File: src/hw/pmc_pkg.sv
// Constants shared by the management and pin control block
package pmc_pkg;

  // ----------------------------------------------------------------
  // Clock rates and times
  // ----------------------------------------------------------------
  localparam int MCLK_KHZ        = 250000;
  localparam int MDC_MAX_KHZ     = 25000;
  localparam int REF_CLK_KHZ     = 25000;
  localparam int REF_TIMEOUT_NS  = 80;
  localparam int REF_TIMEOUT_CYC = (REF_TIMEOUT_NS * (MCLK_KHZ / 1000) + 999) / 1000;
  localparam int RESET_MIN_NS    = 1000;

  // ----------------------------------------------------------------
  // Serial frame layout
  // ----------------------------------------------------------------
  localparam logic [5:0] PREAMBLE_LEN = 6'h20;
  localparam logic [4:0] HDR_LAST     = 5'h0C;
  localparam logic [4:0] DATA_LAST    = 5'h0F;
  localparam logic [1:0] OP_READ      = 2'h2;
  localparam logic [1:0] OP_WRITE     = 2'h1;

  // ----------------------------------------------------------------
  // Register offsets, fields, reset values
  // ----------------------------------------------------------------
  localparam logic [4:0]  ADDR_CTRL        = 5'h00;
  localparam logic [4:0]  ADDR_STATUS      = 5'h01;
  localparam logic [4:0]  ADDR_PIN_CFG     = 5'h10;
  localparam logic [4:0]  ADDR_IRQ_MASK    = 5'h12;
  localparam logic [4:0]  ADDR_IRQ_STATUS  = 5'h13;
  localparam int          CTRL_SOFT_RST    = 15;
  localparam int          CTRL_POWER_DOWN  = 11;
  localparam int          STATUS_PD        = 2;
  localparam int          STATUS_REF_ALIVE = 1;
  localparam int          PIN_CFG_IRQ      = 0;
  localparam logic        PD_RESET         = 1'h0;
  localparam logic        PIN_IRQ_RESET    = 1'h0;
  localparam logic [15:0] MASK_RESET       = 16'h0000;

  typedef enum logic [1:0] {
    PMC_PRE  = 2'h0,
    PMC_HDR  = 2'h1,
    PMC_TA   = 2'h3,
    PMC_DATA = 2'h2
  } pmc_state_t;

endpackage : pmc_pkg

File: src/hw/pmc_mgmt_if.sv
// Register access channel between the serial engine and the register file
interface pmc_mgmt_if;
  logic        wr;
  logic        rd;
  logic [4:0]  addr;
  logic [15:0] wdata;
  logic [15:0] rdata;

  modport engine (output wr, output rd, output addr, output wdata, input rdata);
  modport regs   (input wr, input rd, input addr, input wdata, output rdata);
endinterface : pmc_mgmt_if

File: src/hw/pmc_mdio_engine.sv
// Serial management frame engine, sampled on the system clock
module pmc_mdio_engine #(
  parameter logic [4:0] PHY_ADDR = 5'h00
) (
  input  wire logic     mclk,
  input  wire logic     rst,
  input  wire logic     mdc,
  input  wire logic     mdio_in,
  output logic          mdio_out,
  output logic          mdio_oe,
  pmc_mgmt_if.engine    m
);

  typedef struct packed {
    logic [1:0]         mdc_sync;
    logic [1:0]         mdio_sync;
    logic               mdc_prev;
    pmc_pkg::pmc_state_t st;
    logic [5:0]         ones;
    logic [4:0]         cnt;
    logic [15:0]        sh;
    logic               is_read;
    logic [4:0]         regad;
    logic [15:0]        wdata;
    logic               wr;
    logic               rd;
    logic               out;
    logic               oe;
  } pmc_eng_t;

  pmc_eng_t s;
  pmc_eng_t next_s;

  always_comb begin
    logic        bit_in;
    logic [12:0] hdr;
    next_s = s;
    bit_in = s.mdio_sync[1];
    hdr    = {s.sh[11:0], bit_in};
    next_s.wr = 1'b0;
    next_s.rd = 1'b0;
    // Edges found by sampling, so any management clock whose high and low phases each outlast a system clock period works
    next_s.mdc_sync  = {s.mdc_sync[0], mdc};
    next_s.mdio_sync = {s.mdio_sync[0], mdio_in};
    next_s.mdc_prev  = s.mdc_sync[1];
    if (s.mdc_sync[1] && !s.mdc_prev) begin
      case (s.st)
        pmc_pkg::PMC_PRE: begin
          if (bit_in) begin
            if (s.ones != pmc_pkg::PREAMBLE_LEN) begin
              next_s.ones = s.ones + 6'h01;
            end
          end else if (s.ones == pmc_pkg::PREAMBLE_LEN) begin
            next_s.st  = pmc_pkg::PMC_HDR;
            next_s.cnt = 5'h00;
            next_s.sh  = 16'h0000;
          end else begin
            next_s.ones = 6'h00;
          end
        end
        pmc_pkg::PMC_HDR: begin
          next_s.sh  = {s.sh[14:0], bit_in};
          next_s.cnt = s.cnt + 5'h01;
          if (s.cnt == pmc_pkg::HDR_LAST) begin
            if (hdr[12] && hdr[9:5] == PHY_ADDR &&
                (hdr[11:10] == pmc_pkg::OP_READ || hdr[11:10] == pmc_pkg::OP_WRITE)) begin
              next_s.st      = pmc_pkg::PMC_TA;
              next_s.cnt     = 5'h00;
              next_s.is_read = (hdr[11:10] == pmc_pkg::OP_READ);
              next_s.regad   = hdr[4:0];
            end else begin
              next_s.st   = pmc_pkg::PMC_PRE;
              next_s.ones = 6'h00;
            end
          end
        end
        pmc_pkg::PMC_TA: begin
          // First turnaround bit released, second driven low on reads
          if (s.cnt == 5'h00) begin
            next_s.cnt = 5'h01;
            if (s.is_read) begin
              next_s.oe  = 1'b1;
              next_s.out = 1'b0;
            end
          end else begin
            next_s.st  = pmc_pkg::PMC_DATA;
            next_s.cnt = 5'h00;
            if (s.is_read) begin
              next_s.out = m.rdata[15];
              next_s.sh  = {m.rdata[14:0], 1'b0};
              next_s.rd  = 1'b1;
            end
          end
        end
        default: begin
          if (s.is_read) begin
            if (s.cnt == pmc_pkg::DATA_LAST) begin
              next_s.oe   = 1'b0;
              next_s.out  = 1'b0;
              next_s.st   = pmc_pkg::PMC_PRE;
              next_s.ones = 6'h00;
            end else begin
              next_s.out = s.sh[15];
              next_s.sh  = {s.sh[14:0], 1'b0};
              next_s.cnt = s.cnt + 5'h01;
            end
          end else begin
            next_s.sh = {s.sh[14:0], bit_in};
            if (s.cnt == pmc_pkg::DATA_LAST) begin
              next_s.wr    = 1'b1;
              next_s.wdata = {s.sh[14:0], bit_in};
              next_s.st    = pmc_pkg::PMC_PRE;
              next_s.ones  = 6'h00;
            end else begin
              next_s.cnt = s.cnt + 5'h01;
            end
          end
        end
      endcase
    end
  end

  always_ff @(posedge mclk) begin
    if (rst) begin
      s <= '0;
    end else begin
      s <= next_s;
    end
  end

  assign mdio_out = s.out;
  assign mdio_oe  = s.oe;
  assign m.wr     = s.wr;
  assign m.rd     = s.rd;
  assign m.addr   = s.regad;
  assign m.wdata  = s.wdata;

endmodule : pmc_mdio_engine

File: src/hw/pmc_top.sv
// Management pins, shared interrupt or power-down pin, reset and reference clock
module pmc_top #(
  parameter int         NUM_EVENTS = 8,
  parameter logic [4:0] PHY_ADDR   = 5'h00
) (
  input  wire logic                  mclk,
  input  wire logic                  rst,
  input  wire logic                  mdc,
  input  wire logic                  mdio_in,
  output logic                       mdio_out,
  output logic                       mdio_oe,
  input  wire logic                  irq_or_powerdown_pin_in,
  output logic                       irq_or_powerdown_pin_out,
  output logic                       irq_or_powerdown_pin_oe,
  input  wire logic                  reset_pin_n,
  input  wire logic                  reference_clock_input,
  input  wire logic [NUM_EVENTS-1:0] irq_events,
  output logic                       power_down,
  output logic                       core_reset,
  output logic                       ref_tick,
  output logic                       ref_alive
);

  // ----------------------------------------------------------------
  // State
  // ----------------------------------------------------------------
  typedef struct packed {
    logic [1:0]            rst_sync;
    logic [1:0]            pin_sync;
    logic [1:0]            ref_sync;
    logic                  ref_prev;
    logic                  core_rst;
    logic                  soft_rst;
    logic                  pd_bit;
    logic                  pin_is_irq;
    logic [NUM_EVENTS-1:0] irq_mask;
    logic [NUM_EVENTS-1:0] irq_stat;
    logic [4:0]            ref_age;
    logic                  ref_alive;
    logic                  ref_tick;
    logic                  power_down;
    logic                  pin_oe;
  } pmc_top_t;

  localparam logic [4:0] REF_TIMEOUT = 5'(pmc_pkg::REF_TIMEOUT_CYC);

  pmc_top_t   s;
  pmc_top_t   next_s;
  pmc_mgmt_if m ();

  // Frames keep running in power-down; only the reset clears the engine
  pmc_mdio_engine #(
    .PHY_ADDR (PHY_ADDR)
  ) u_engine (
    .mclk     (mclk),
    .rst      (s.core_rst),
    .mdc      (mdc),
    .mdio_in  (mdio_in),
    .mdio_out (mdio_out),
    .mdio_oe  (mdio_oe),
    .m        (m)
  );

  // ----------------------------------------------------------------
  // Register read mux
  // ----------------------------------------------------------------
  always_comb begin
    m.rdata = 16'h0000;
    if (m.addr == pmc_pkg::ADDR_CTRL) begin
      m.rdata[pmc_pkg::CTRL_POWER_DOWN] = s.pd_bit;
    end else if (m.addr == pmc_pkg::ADDR_STATUS) begin
      m.rdata[pmc_pkg::STATUS_PD]        = s.power_down;
      m.rdata[pmc_pkg::STATUS_REF_ALIVE] = s.ref_alive;
    end else if (m.addr == pmc_pkg::ADDR_PIN_CFG) begin
      m.rdata[pmc_pkg::PIN_CFG_IRQ] = s.pin_is_irq;
    end else if (m.addr == pmc_pkg::ADDR_IRQ_MASK) begin
      m.rdata[NUM_EVENTS-1:0] = s.irq_mask;
    end else if (m.addr == pmc_pkg::ADDR_IRQ_STATUS) begin
      m.rdata[NUM_EVENTS-1:0] = s.irq_stat;
    end
  end

  // ----------------------------------------------------------------
  // Next state
  // ----------------------------------------------------------------
  always_comb begin
    logic ref_rise;
    logic clr_stat;
    next_s   = s;
    ref_rise = s.ref_sync[1] && !s.ref_prev;
    clr_stat = m.rd && (m.addr == pmc_pkg::ADDR_IRQ_STATUS);

    // Pins pass two flops before any logic looks at them
    next_s.rst_sync = {s.rst_sync[0], reset_pin_n};
    next_s.pin_sync = {s.pin_sync[0], irq_or_powerdown_pin_in};
    next_s.ref_sync = {s.ref_sync[0], reference_clock_input};
    next_s.ref_prev = s.ref_sync[1];
    next_s.core_rst = !s.rst_sync[1];
    next_s.soft_rst = 1'b0;

    // Reference edge tick and loss watchdog
    next_s.ref_tick = ref_rise;
    if (ref_rise) begin
      next_s.ref_age   = 5'h00;
      next_s.ref_alive = 1'b1;
    end else if (s.ref_age == REF_TIMEOUT) begin
      next_s.ref_alive = 1'b0;
    end else begin
      next_s.ref_age = s.ref_age + 5'h01;
    end

    // Register writes
    if (m.wr) begin
      if (m.addr == pmc_pkg::ADDR_CTRL) begin
        next_s.pd_bit   = m.wdata[pmc_pkg::CTRL_POWER_DOWN];
        next_s.soft_rst = m.wdata[pmc_pkg::CTRL_SOFT_RST];
      end else if (m.addr == pmc_pkg::ADDR_PIN_CFG) begin
        next_s.pin_is_irq = m.wdata[pmc_pkg::PIN_CFG_IRQ];
      end else if (m.addr == pmc_pkg::ADDR_IRQ_MASK) begin
        next_s.irq_mask = m.wdata[NUM_EVENTS-1:0];
      end
    end

    // New events win over the read that clears
    next_s.irq_stat = (clr_stat ? '0 : s.irq_stat) | irq_events;

    // Pin low enters power-down only while the pin is an input
    next_s.power_down = s.pd_bit || (!s.pin_is_irq && !s.pin_sync[1]);

    // Open drain: enable only, the driven level is always low
    next_s.pin_oe = s.pin_is_irq && |(s.irq_stat & s.irq_mask);

    // Hardware or soft reset puts the registers back to default
    if (s.core_rst || s.soft_rst) begin
      next_s.pd_bit     = pmc_pkg::PD_RESET;
      next_s.pin_is_irq = pmc_pkg::PIN_IRQ_RESET;
      next_s.irq_mask   = pmc_pkg::MASK_RESET[NUM_EVENTS-1:0];
      next_s.irq_stat   = '0;
      next_s.power_down = 1'b0;
      next_s.pin_oe     = 1'b0;
    end
  end

  always_ff @(posedge mclk) begin
    if (rst) begin
      s          <= '0;
      s.core_rst <= 1'b1;
    end else begin
      s <= next_s;
    end
  end

  assign irq_or_powerdown_pin_out = 1'b0;
  assign irq_or_powerdown_pin_oe  = s.pin_oe;
  assign power_down               = s.power_down;
  assign core_reset               = s.core_rst;
  assign ref_tick                 = s.ref_tick;
  assign ref_alive                = s.ref_alive;

endmodule : pmc_top

File: config.mk
export PLATFORM = sky130hd
export DESIGN_NAME = pmc_top
export DESIGN_NICKNAME = d
export VERILOG_FILES = /design/src/hw/pmc_pkg.sv /design/src/hw/pmc_mgmt_if.sv /design/src/hw/pmc_mdio_engine.sv /design/src/hw/pmc_top.sv
export SDC_FILE = /design/constraint.sdc
export NUM_CORES = 1
export LEC_CHECK = 0
export BUFFER_PORTS_ARGS = -buffer_cell sky130_fd_sc_hd__buf_2
export CELL_PAD_IN_SITES_DETAIL_PLACEMENT = 0
export CELL_PAD_IN_SITES_GLOBAL_PLACEMENT = 1
export CORE_MARGIN = 8
export CORE_UTILIZATION = 53
export CTS_BUF_LIST = sky130_fd_sc_hd__clkbuf_4
export CTS_CLUSTER_DIAMETER = 200
export DETAILED_ROUTE_END_ITERATION = 10
export MAX_ROUTING_LAYER = met4
export PLACE_DENSITY = 0.91
export SLEW_MARGIN = 20
export SYNTH_ARGS = -nofsm -noshare
export SYNTH_HDL_FRONTEND = slang
export SYNTH_SLANG_ARGS = --single-unit
File: constraint.sdc
create_clock -name mclk -period 7.38 [get_ports mclk]
set_clock_uncertainty 0.2 [all_clocks]
set_input_delay 1.107 -clock mclk [delete_from_list [all_inputs] [get_ports mclk]]
set_output_delay 1.107 -clock mclk [all_outputs]
set_load 0.005 [all_outputs]
==> out/results.txt <==
DP Worst Slack: 4.53 ns
Post-synth EDFFs: 0
final worst setup slack: 4.47 ns
Max IR drop VDD: 0.121 mV
diode count: 0
Most used DFF post-synth: dfxtp_1
CTS resizes: 0
Hold Path Class: register to register
Hold Path Origin: s[35]
Worst-Skew Late Latency: 0.45 ns
Root Driver: clkbuf_4
starting density of the core: 53.3%
H-tree Lvls: 3
post-synth net total: 458
CP Launch Point: u_engine.s[42]
sequential share of the synthesized area: 44.7%
CTS tree: yes
Final Setup Violations: 0
Hold Buf Count CTS: 0
Post-Route WL: 8.80 mm
Synth top area share: 44.7%
vias in the first global route: 3096
Pwr Total: 0.791 mW
Max clock buf depth: 2
Hold Path Sink: core_reset
share of flip-flops with an asynchronous set or reset: 0%
mean post-synth cell area: 9.27 um2
Port Buf Inserts: 21
pins over their slew limit: 0
Synth Area in XOR/XNOR: 1.09%
DRC: 0
Placeable Area: 7570 um2
DP HPWL: 5.99 mm
compound-gate portion of the synthesized area: 16.0%
Clk pin slew, worst setup/hold paths: 0.17 ns
Seq cells post-synth: 90
Least-Margin Pin Slew: 0.964 ns
clk sinks: 90
synthesized cell area: 4030 um2
Inserted Clock Buffers: 9
Reg area: 1800 um2
max_slew headroom: 35.3%
Tmin final: 2.91 ns
Post-Synthesis Cells: 435
flop2flop setup slack: 4.47 ns
max capacitance violation total: 0
worst-case reg-to-reg path depth: 7
Layout area overhead: 7.63%
Worst EP required: 7.56 ns
cell row count: 32
Worst Hold Path Cells: 1
antenna violations before repair: 0
Filler cells: 667
area leader, netlist: dfxtp_1
CP peak stage delay: 0.68 ns
die span in y: 103 um
vias per cell: 5.87
CP Buf/Inv Count: 0
largest net degree at the start of global routing: 56
CP max-delay cell: and3_1
# nets final: 468
die width: 103 um
Setup CP Type: register to register
synth top area cells: dfxtp_1, mux2i_1, nor2_1
post-synth cell types: 60
RSZ-0062 raised after global routing: no
number of instances in the placed design: 536
DRT antenna net count: 0
Layout Cells excl Fill: 552
die area: 10700 um2
1st-iter DRT viols: 205
gpl congestion: 0.811
largest family of logic cells by synthesized area: simple AND/OR/NAND/NOR gates
Util after Layout: 57.4%
Leakage: 1.39 nW
Worst setup SP type: register
FF-to-FF Start: u_engine.s[42]
final hold viol count: 0
setup bufs post-CTS: 0
Vias: 3241
Ports: 23
TritonRoute pass-1 iters: 5
simple-gate share of the synthesized area: 22.3%
WL/cell: 15.9 um
Yosys Warn Count: 0
reg-to-reg endpoint: u_engine.s[35]
multiplexer area fraction after synthesis: 8.72%
WP data arrival: 3.09 ns
Final TNS setup: 0 ns
grt total ovfl: 0
CP endpoint kind: register
layout cells sized above 1: 13.8%
crit-path cells: ha_1 -> and3_1 -> ha_1 -> and3b_1 -> o21ai_1 -> and3_1 -> mux2i_1
overall routing resource usage: 18.0%
status: finished clean
FMAX: 344 MHz
PD cells: 182 nW/um2
footprint of the multi-input gates: 2060 um2
crit-path max FO: 14
adder-cell share of the synthesized area: 2.48%
Worst path top cell family by delay: simple AND/OR/NAND/NOR gates
period utilization: 39.4%
first-pass GRT wire length: 14.7 mm
[final cells by class]
type / instances / area share, %
clock buffers: 9 / 1.56
clock inverters: 7 / 1.76
inverters: 18 / 1.56
multi-input cells: 301 / 47.6
flip-flops and latches: 90 / 41.5
well taps: 102 / 2.94
repair buffers: 25 / 3.11
[where the power goes]
group | internal, mW | switching [mW] | leakage (nW)
clock | 0.0830 | 0.197 | 0.0800
sequential | 0.491 | 0.00273 | 0.727
combinational | 0.00868 | 0.00932 | 0.587
[worst reg2reg max path, stage by stage, from the launching register on]
cell,delay [ns]
dfxtp_1,0.37
ha_1,0.22
and3_1,0.19
ha_1,0.27
and3b_1,0.19
o21ai_1,0.48
and3_1,0.68
mux2i_1,0.26
[cell families (layout without fill, tap and decap cells)]
kind of cell | count (synthesis) | count (layout)
compound gates | 93 | 93
xor+xnor | 5 | 5
simple gates | 160 | 160
flops | 90 | 90
mux | 34 | 34
fa+ha+maj | 8 | 8
other cells | 1 | 1
buf+inv | 44 | 59
[worst max-delay path by stage]
stage	to	slack (ns)	depth (start not counted)
2_1_floorplan	u_engine.s[39]	4.99	9
3_3_place_gp	u_engine.s[40]	4.59	7
3_5_place_dp	u_engine.s[35]	4.53	7
4_1_cts	u_engine.s[35]	4.50	7
6_report	u_engine.s[35]	4.47	7
5_1_grt	u_engine.s[34]	4.33	7
[Yosys cell counts, types with 3 or more instances]
cell type and number:
a311oi_1 4, nor4_1 3, a22oi_1 5, o211ai_1 9, clkbuf_1 17, nand2b_1 16, nor2_1 40, dfxtp_1 90
buf_4 4, nor3_1 5, a21oi_1 28, nand4_1 5, buf_2 3, nand3_1 20, a31oi_1 10, inv_1 18
nand3b_1 4, xor2_1 3, mux2i_1 25, or3_1 3, nand2_1 22, a211oi_1 9, nor2b_1 19, mux2_2 9
nor3b_1 5, nand4b_1 3, a22o_1 3, o21ai_0 4, a32oi_1 5, ha_1 8
[through the flow]
step	hold WS, ns	area, um2
floorplan	0.152	4030
global placement	0.152	4190
finish	0.190	4340
global route	0.206	4340
detailed placement	0.156	4190
CTS	0.193	4340
[registers in the layout, summed over array words and instances, names as in the netlist]
name                     count
core_reset                   1
irq_or_powerdown_pin_oe      1
next_s                       4
power_down                   1
ref_alive                    1
ref_tick                     1
s                           27
u_engine.m.addr              5
u_engine.m.rd                1
u_engine.m.wdata            10
u_engine.m.wr                1
u_engine.mdio_oe             1
u_engine.mdio_out            1
u_engine.next_s              3
u_engine.s                  32
[layout by cell type, fill, tap and decap left out, drive strengths merged, types with 8 or more instances in the layout]
cell / Yosys / routed
a211oi: 9 / 9
a21oi: 29 / 29
a31oi: 10 / 10
buf: 8 / 25
clkbuf: 18 / 9
dfxtp: 90 / 90
ha: 8 / 8
inv: 18 / 24
mux2: 9 / 9
mux2i: 25 / 25
nand2: 22 / 22
nand2b: 16 / 16
nand3: 20 / 20
nor2: 40 / 40
nor2b: 19 / 19
o211ai: 9 / 9
[metal layers]
layer	global-route usage (%)	share of wire, %
met1	22.0	47
met2	28.9	48
met3	2.88	3.3
met4	8.01	1.8
met5	-	0
Note: power is estimated with default switching activity, not from simulation.
